## src/rtl/pvic_pkg.sv

```systemverilog
package pvic_pkg;
  localparam logic [7:0] CMD_TURNOFF = 8'h36;
  localparam logic [7:0] CMD_PLACE = 8'h37;
  localparam logic [7:0] CMD_GAIN = 8'h38;
  localparam logic [7:0] CMD_OFFSET = 8'h39;
  localparam logic [7:0] PHASE_ALL = 8'hFF;
  localparam int EXP_LSB = 11;
  localparam int MAN_MSB = 10;
  localparam logic [4:0] TURNOFF_EXP_RST = 5'h1E;
  localparam logic [4:0] GAIN_EXP_RST = 5'h19;
  localparam logic [4:0] OFFSET_EXP_RST = 5'h1C;
  // Thresholds in quarter volts: 2.25 V to 18.25 V.
  localparam int THR_FRAC = 2;
  localparam int THR_MIN = 9;
  localparam int THR_MAX = 73;
  // Gain in 1/1024 units during checks, in 1/128 units after restore.
  localparam int GAIN_FRAC = 10;
  localparam int GAIN_MAX = 2032;
  localparam logic [10:0] GAIN_CAP_MAN = 11'h0FE;
  // Current in 1/16 A units.
  localparam int OFF_FRAC = 4;
  localparam int OFF_LIMIT = 512;
  localparam int PL_GROUP_LSB = 8;
  localparam int PL_COUNT_LSB = 4;
  localparam int PL_ORDER_LSB = 0;
  localparam int PL_COUNT_MAX = 4;
  localparam int CLK_PERIOD_NS = 5;
  localparam int SW_PERIOD_NS = 2000;
  localparam int SW_PERIOD_CYC = SW_PERIOD_NS / CLK_PERIOD_NS;

  typedef struct packed {
    logic valid;
    logic write;
    logic [7:0] code;
    logic [7:0] phase;
    logic [15:0] data;
  } pvic_cmd_t;

  typedef struct packed {
    logic valid;
    logic [15:0] data;
  } pvic_rsp_t;

  // Linear word to fixed point with frac fraction bits; right shifts floor.
  function automatic logic signed [31:0] lin_fix(input logic [15:0] w,
                                                input int frac);
    logic signed [31:0] m;
    int e;
    m = 32'(signed'(w[MAN_MSB:0]));
    e = int'(signed'(w[15:EXP_LSB])) + frac;
    if (e >= 0) lin_fix = m <<< e;
    else lin_fix = m >>> (-e);
  endfunction : lin_fix
endpackage : pvic_pkg

```

## src/rtl/pvic_regs.sv

```systemverilog
`timescale 1ns/1ps
`default_nettype none
module pvic_regs #(
  parameter int NUM_PHASE = 4,
  parameter int PERIOD_CYC = pvic_pkg::SW_PERIOD_CYC
) (
  input wire logic clk,
  input wire logic rst,
  input wire pvic_pkg::pvic_cmd_t cmd,
  output pvic_pkg::pvic_rsp_t rsp,
  input wire logic [10:0] nvmTurnoffMantissa,
  input wire logic [3:0] nvmGroupNumber,
  input wire logic [3:0] nvmGroupCount,
  input wire logic [3:0] nvmSlotOrder,
  input wire logic [10:0] nvmGainTrimMantissa,
  input wire logic [10:0] nvmOffsetTrimMantissa,
  input wire logic makerCommandStack,
  input wire logic restoreAll,
  input wire logic [2:0] stackPhases,
  input wire logic [7:0] powerInputVoltage,
  input wire logic enableMet,
  input wire logic clearStatus,
  input wire logic signed [15:0] senseCurrent,
  input wire logic syncIn,
  output logic [15:0] reportCurrent,
  output logic [15:0] stackOffsetSum,
  output logic conversionOn,
  output logic lowInputOff,
  output logic invalidData,
  output logic placementWritable,
  output logic oscStart
);
  import pvic_pkg::*;

  logic powerLoad_q;
  logic [15:0] thrWord_q, thrWord_d;
  logic [11:0] plWord_q, plWord_d;
  logic [15:0] gainWord_q, gainWord_d;
  logic [15:0] offWord_q [NUM_PHASE];
  logic [15:0] offWord_d [NUM_PHASE];
  logic writable_q, writable_d;
  logic invalid_q, invalid_d;
  logic lowIn_q, lowIn_d;
  logic convOn_q, convOn_d;
  pvic_rsp_t rsp_q, rsp_d;
  logic [15:0] report_q, report_d;
  logic [15:0] offSum_q, offSum_d;
  logic loadReq, badWrite, readCmd, writeCmd, below;
  logic signed [31:0] thrFix, valFix, offAcc;
  logic signed [47:0] gainProd;
  logic [3:0] nPh;
  logic signed [15:0] allProd;
  logic [7:0] appliedThr;

  function automatic logic [10:0] gain_round(input logic [10:0] m);
    logic [11:0] r;
    r = {1'b0, m} + 12'h001;
    r[0] = 1'b0;
    if (m[10]) gain_round = 11'h000;
    else if (r > {1'b0, GAIN_CAP_MAN}) gain_round = GAIN_CAP_MAN;
    else gain_round = r[10:0];
  endfunction : gain_round

  function automatic logic place_ok(input logic [11:0] w);
    logic [3:0] c;
    c = w[PL_COUNT_LSB +: 4];
    place_ok = (c >= 4'h1) && (int'(c) <= PL_COUNT_MAX) &&
               (w[PL_ORDER_LSB +: 4] < c);
  endfunction : place_ok

  assign loadReq = powerLoad_q | restoreAll;
  assign readCmd = cmd.valid & ~cmd.write;
  assign writeCmd = cmd.valid & cmd.write & ~loadReq;
  assign nPh = (stackPhases == 3'h0) ? 4'h1 :
               (int'(stackPhases) > NUM_PHASE) ? 4'(NUM_PHASE) :
               {1'b0, stackPhases};

  // Floor to a quarter-volt step, clamped to the hardware span.
  always_comb begin
    thrFix = lin_fix(thrWord_q, THR_FRAC);
    if (thrFix < THR_MIN) appliedThr = 8'(THR_MIN);
    else if (thrFix > THR_MAX) appliedThr = 8'(THR_MAX);
    else appliedThr = thrFix[7:0];
  end

  always_comb begin
    thrWord_d = thrWord_q;
    plWord_d = plWord_q;
    gainWord_d = gainWord_q;
    offWord_d = offWord_q;
    writable_d = writable_q;
    rsp_d = '0;
    badWrite = 1'b0;
    valFix = '0;
    allProd = '0;
    if (powerLoad_q) begin
      writable_d = ~makerCommandStack;
    end
    if (loadReq) begin
      thrWord_d = {TURNOFF_EXP_RST, nvmTurnoffMantissa};
      plWord_d = {nvmGroupNumber, nvmGroupCount, nvmSlotOrder};
      gainWord_d = {GAIN_EXP_RST, gain_round(nvmGainTrimMantissa)};
      for (int i = 0; i < NUM_PHASE; i++) begin
        offWord_d[i] = {OFFSET_EXP_RST, nvmOffsetTrimMantissa};
      end
    end else if (writeCmd) begin
      unique case (cmd.code)
        CMD_TURNOFF: begin
          valFix = lin_fix(cmd.data, THR_FRAC);
          if (valFix < THR_MIN || valFix > THR_MAX) badWrite = 1'b1;
          else thrWord_d = cmd.data;
        end
        CMD_PLACE: begin
          // A stack member must not move its phase slot.
          if (!writable_q || !place_ok(cmd.data[11:0])) badWrite = 1'b1;
          else plWord_d = cmd.data[11:0];
        end
        CMD_GAIN: begin
          valFix = lin_fix(cmd.data, GAIN_FRAC);
          if (valFix < 0 || valFix > GAIN_MAX) badWrite = 1'b1;
          else gainWord_d = cmd.data;
        end
        CMD_OFFSET: begin
          valFix = lin_fix(cmd.data, OFF_FRAC);
          if (valFix < -OFF_LIMIT || valFix > OFF_LIMIT) begin
            badWrite = 1'b1;
          end else if (cmd.phase == PHASE_ALL) begin
            for (int i = 0; i < NUM_PHASE; i++) begin
              offWord_d[i] = {cmd.data[15:EXP_LSB],
                11'($signed(cmd.data[10:0]) / $signed({1'b0, nPh}))};
            end
          end else if (cmd.phase < 8'(NUM_PHASE)) begin
            offWord_d[cmd.phase[1:0]] = cmd.data;
          end else begin
            badWrite = 1'b1;
          end
        end
        default: ;
      endcase
    end
    if (readCmd) begin
      rsp_d.valid = 1'b1;
      unique case (cmd.code)
        CMD_TURNOFF: rsp_d.data = thrWord_q;
        CMD_PLACE: rsp_d.data = {4'h0, plWord_q};
        CMD_GAIN: rsp_d.data = gainWord_q;
        CMD_OFFSET: begin
          if (cmd.phase == PHASE_ALL) begin
            allProd = 16'($signed(offWord_q[0][10:0]) *
                          $signed({1'b0, nPh}));
            // The product may leave the mantissa range, so it saturates.
            if (allProd > 16'sh03FF) allProd = 16'sh03FF;
            else if (allProd < -16'sh0400) allProd = -16'sh0400;
            rsp_d.data = {offWord_q[0][15:EXP_LSB], allProd[10:0]};
          end else if (cmd.phase < 8'(NUM_PHASE)) begin
            rsp_d.data = offWord_q[cmd.phase[1:0]];
          end
        end
        default: rsp_d.valid = 1'b0;
      endcase
    end
    // A new error in the clearing cycle keeps the flag set.
    invalid_d = (invalid_q & ~clearStatus) | badWrite;
  end

  // Current report and input voltage supervision.
  always_comb begin
    offAcc = '0;
    for (int i = 0; i < NUM_PHASE; i++) begin
      offAcc = offAcc + lin_fix(offWord_q[i], OFF_FRAC);
    end
    offSum_d = offAcc[15:0];
    gainProd = 48'(senseCurrent) * 48'(lin_fix(gainWord_q, GAIN_FRAC));
    report_d = 16'((gainProd >>> GAIN_FRAC) + 48'(offAcc));
    below = powerInputVoltage < appliedThr;
    convOn_d = enableMet & ~below;
    lowIn_d = (lowIn_q & ~clearStatus) | (enableMet & below);
  end

  always_ff @(posedge clk) begin
    if (rst) begin
      powerLoad_q <= 1'b1;
      thrWord_q <= {TURNOFF_EXP_RST, 11'h000};
      plWord_q <= 12'h010;
      gainWord_q <= {GAIN_EXP_RST, 11'h080};
      for (int i = 0; i < NUM_PHASE; i++) begin
        offWord_q[i] <= {OFFSET_EXP_RST, 11'h000};
      end
      writable_q <= 1'b0;
      invalid_q <= 1'b0;
      lowIn_q <= 1'b0;
      convOn_q <= 1'b0;
      rsp_q <= '0;
      report_q <= 16'h0000;
      offSum_q <= 16'h0000;
    end else begin
      powerLoad_q <= 1'b0;
      thrWord_q <= thrWord_d;
      plWord_q <= plWord_d;
      gainWord_q <= gainWord_d;
      offWord_q <= offWord_d;
      writable_q <= writable_d;
      invalid_q <= invalid_d;
      lowIn_q <= lowIn_d;
      convOn_q <= convOn_d;
      rsp_q <= rsp_d;
      report_q <= report_d;
      offSum_q <= offSum_d;
    end
  end

  // Phase placement of the switching oscillator against the sync pin.
  logic [2:0] syncSh_q;
  logic syncLvl_q, syncLvl_d, run_q, run_d, osc_q, osc_d, syncEdge;
  logic [15:0] cnt_q, cnt_d, dly;

  always_comb begin
    dly = 16'((PERIOD_CYC * int'(plWord_q[PL_ORDER_LSB +: 4])) /
              ((plWord_q[PL_COUNT_LSB +: 4] == 4'h0) ? 1 :
               int'(plWord_q[PL_COUNT_LSB +: 4])));
    syncEdge = (syncSh_q[1] == syncSh_q[2]) && syncSh_q[2] && !syncLvl_q;
    syncLvl_d = (syncSh_q[1] == syncSh_q[2]) ? syncSh_q[2] : syncLvl_q;
    cnt_d = cnt_q;
    run_d = run_q;
    osc_d = 1'b0;
    if (syncEdge) begin
      cnt_d = 16'h0000;
      run_d = (dly != 16'h0000);
      osc_d = (dly == 16'h0000);
    end else if (run_q) begin
      cnt_d = cnt_q + 16'h0001;
      if (cnt_q + 16'h0001 == dly) begin
        osc_d = 1'b1;
        run_d = 1'b0;
      end
    end
  end

  always_ff @(posedge clk) begin
    if (rst) begin
      syncSh_q <= 3'h0;
      syncLvl_q <= 1'b0;
      cnt_q <= 16'h0000;
      run_q <= 1'b0;
      osc_q <= 1'b0;
    end else begin
      syncSh_q <= {syncSh_q[1:0], syncIn};
      syncLvl_q <= syncLvl_d;
      cnt_q <= cnt_d;
      run_q <= run_d;
      osc_q <= osc_d;
    end
  end

  assign rsp = rsp_q;
  assign reportCurrent = report_q;
  assign stackOffsetSum = offSum_q;
  assign conversionOn = convOn_q;
  assign lowInputOff = lowIn_q;
  assign invalidData = invalid_q;
  assign placementWritable = writable_q;
  assign oscStart = osc_q;
endmodule : pvic_regs
`default_nettype wire

```

## config.mk

```make
export PLATFORM = sky130hd
export DESIGN_NAME = pvic_regs
export DESIGN_NICKNAME = d
export VERILOG_FILES = /design/src/rtl/pvic_pkg.sv /design/src/rtl/pvic_regs.sv
export SDC_FILE = /design/constraint.sdc
export NUM_CORES = 2
export LEC_CHECK = 0
export BUFFER_PORTS_ARGS = -buffer_cell sky130_fd_sc_hd__clkbuf_2
export CELL_PAD_IN_SITES_DETAIL_PLACEMENT = 1
export CELL_PAD_IN_SITES_GLOBAL_PLACEMENT = 2
export CORE_MARGIN = 1
export CORE_UTILIZATION = 35
export DETAILED_ROUTE_END_ITERATION = 16
export GPL_TIMING_DRIVEN = 0
export PLACE_DENSITY = 0.78
export SYNTH_ARGS = -nofsm -noshare
export SYNTH_HDL_FRONTEND = slang
export SYNTH_SLANG_ARGS = --single-unit
```

## constraint.sdc

```tcl
create_clock -name clk -period 115.7 [get_ports clk]
set_input_delay 11.57 -clock clk [delete_from_list [all_inputs] [get_ports clk]]
set_output_delay 11.57 -clock clk [all_outputs]
set_load 0.05 [all_outputs]
```

==> reports/qor.yml <==
initial_core_util_pct: 35.2
end_kind: "flop"
status: "finished with violations"
r2r_cells: 296
grt_usage_pct: 27.7
routed-via-count: 54800
drc: 0
clockBufferDepth: 2
cts_setup_buffers: 0
wirelength_um: 210000
synth_cells: 7097
fill_cells: 18400
max_freq_mhz: 12.5
cts_resized: 0
synth_xor_area_share_pct: 6.90
hold_viol_final: 0
path_max_fanout: 21
violations: "max-capacitance violations, max-slew violations"
grt_max_degree: 31
max_stage_delay_ns: 1.10
syn_area_per_cell_sq_um: 7.22
wl_per_cell_um: 22.8
synth-edff-count: 0
ys_types: 141
finalSetupViolCount: 0
worstSetupEndpoint: "oscStart"
fin_crit_ns: 80.02
arrival_ns: 80.38
grt_pass1_vias: 55300
synth-simple-area-share_pct: 27.6
cts_made_buffers: 17
cp_data_required_time_ns: 116.06
cts_max_level: 4
gr-total-overflow: 0
cts-root-buf: "clkbuf_16"
max-slew-margin-rel_pct: -1.50
io_buffers: 156
drtIter0Drc: 3587
r2r_slack_ns: 35.68
final_nets: 8054
grt_pass1_wl_um: 327000
crit_top_cell: "ha_1"
cts_sinks: 184
synth_top_family_by_area: "simple AND/OR/NAND/NOR gates"
hpwl_um: 174000
drive_gt1_share_pct: 7.09
row_count: 140
async_flop_share_pct: 0
netlist_top_cells_area: "fa_1 10%, ha_1 9.4%, dfxtp_1 7.2%"
clkLatencyLatePin_ns: 0.53
muxShareOfSynthArea_pct: 6.86
layout_common_cells: "793 x nand2_1, 642 x nor2_1, 489 x a21oi_1"
drtAntennaViolNets: 0
viasPerCell: 5.94
gp_congestion: 0.924
drv_cap: 2
r2r-end: "oscStart"
core_area_sq_um: 146000
start_kind: "flop"
syn_area_sq_um: 51300
synth-seq-area-share_pct: 7.19
clk_pin_slew_ns: 0.10
fin_skew_ns: 0.0202
rsz0062_at_grt: "false"
period_share_pct: 69.2
cp_slowest_cell: "nor3_1"
synth-main-ff-cell: "dfxtp_1"
synth.top_cell.area_share_pct: 10.3
worstMarginPinSlew_ns: 1.51
postCtsHoldBufs: 0
area_growth_pct: 7.76
synth_fa_ha_area_share_pct: 19.7
crit_start: "plWord_q[5]"
antenna_found_initial: 9
top_level_ports: 167
worst_hold_path_type: "reg -> reg"
drv_slew: 7
fp.dieW_um: 385
crit_type: "reg -> reg"
mostFrequentLayoutCell: "nand2_1"
yosys.area.top_type: "fa_1"
reg2reg_from: "plWord_q[5]"
diodes: 0
drtPass1Iterations: 10
ys_ff_latch: 184
synth_compound_area_share_pct: 25.2
die_y_um: 385
setup-tns-final_ns: 0
yosys_warnings: 0
die_area_sq_um: 148000
cts_tree: "done"
==> cells in the mapped netlist (all sizes together) (35+ instances only) <==
cell type and instances:
xor2 129, clkbuf 302, o22ai 55, a21oi 497, nand3 193, xnor2 274, and2 179, o21ai 401
or2 61, a31oi 87, a21o 87, mux2i 187, o211ai 66, mux4 52, nor2b 113, nand2b 100
a22oi 35, ha 384, o21a 83, o31ai 60, inv 482, nand2 794, and3 74, or3 80
a211oi 116, dfxtp 184, nor2 643, mux2 41, nor3 216, nor4 83, fa 263, buf 84
nand4 101
==> state kept, by name, indices dropped and copies added (netlist names) <==
| name | count |
|---|---|
| oscStart | 1 |
| conversionOn | 1 |
| run_q | 1 |
| lowInputOff | 1 |
| thrWord_q | 16 |
| placementWritable | 1 |
| offWord_q | 64 |
| powerLoad_q | 1 |
| syncLvl_q | 1 |
| gainWord_q | 16 |
| reportCurrent | 16 |
| syncSh_q | 3 |
| cnt_q | 16 |
| invalidData | 1 |
| stackOffsetSum | 16 |
| plWord_q | 12 |
| rsp | 17 |
==> cell families (layout without fill, tap and decap cells) <==
logic type | Yosys count | count (layout)
multiplexers | 280 | 280
buffers and inverters | 874 | 1066
flip-flops | 184 | 184
other | 2 | 20
AO/OA/AOI/OAI | 1909 | 1909
AND/OR/NAND/NOR | 2797 | 2797
adder cells (fa/ha/maj) | 648 | 648
XOR/XNOR | 403 | 403
==> metrics by stage <==
step	worst slack, ns	hold slack, ns	cells	instance area (sq um)	util [%]
2_1_floorplan	52.92	0.414	7115	51300	-
3_3_place_gp	33.46	0.423	9188	54500	37.4
3_5_place_dp	36.04	0.450	9192	54600	37.5
4_1_cts	35.77	0.465	9224	55200	38.0
5_1_grt	28.89	0.471	9224	55200	38.0
6_report	35.68	0.459	9224	55200	38.0
==> how the worst min path moves through the flow <==
stage,start,cells past startpoint,endpoint,slack [ns]
after floorplan,syncSh_q[0],1,syncSh_q[1],0.41
after global placement,syncSh_q[0],1,syncSh_q[1],0.42
after detailed placement,syncSh_q[0],1,syncSh_q[1],0.45
after CTS,syncSh_q[0],1,syncSh_q[1],0.47
after global routing,syncSh_q[0],1,syncSh_q[1],0.47
final,syncSh_q[0],1,syncSh_q[1],0.46
==> final cells by class <==
cell class,count,area (sq um),area share [%]
buffer,386,1570,2.84
clock inverter,15,229,0.414
inverter,488,1830,3.32
sequential,184,3680,6.67
clock buffer,17,425,0.770
multi-input combinational,6057,44300,80.1
timing repair buffer,160,848,1.54
tap,1917,2400,4.34
==> worst max-delay path: cells and delay by family, from the launching register on <==
family / cells / cell delay [ns]
compound gates: 117 / 29.29
fa+ha+maj: 30 / 9.77
buf+inv: 32 / 8.15
flops: 1 / 0.68
mux: 4 / 1.32
simple gates: 113 / 30.40
==> per-layer routing <==
metal / vias to the layer above / global-route usage, % / part of all wire [%]
met3: 266 / 3.02 / 4.7
li1: 26000 / - / -
met5: - / 0 / 0.038
met2: 1325 / 46.1 / 46
met1: 27300 / 38.1 / 47
met4: 12 / 6.94 / 2.5
Power is left out: the tool's default activity adds up to more than one toggle a clock period on the data nets, which glitch-free logic cannot reach.
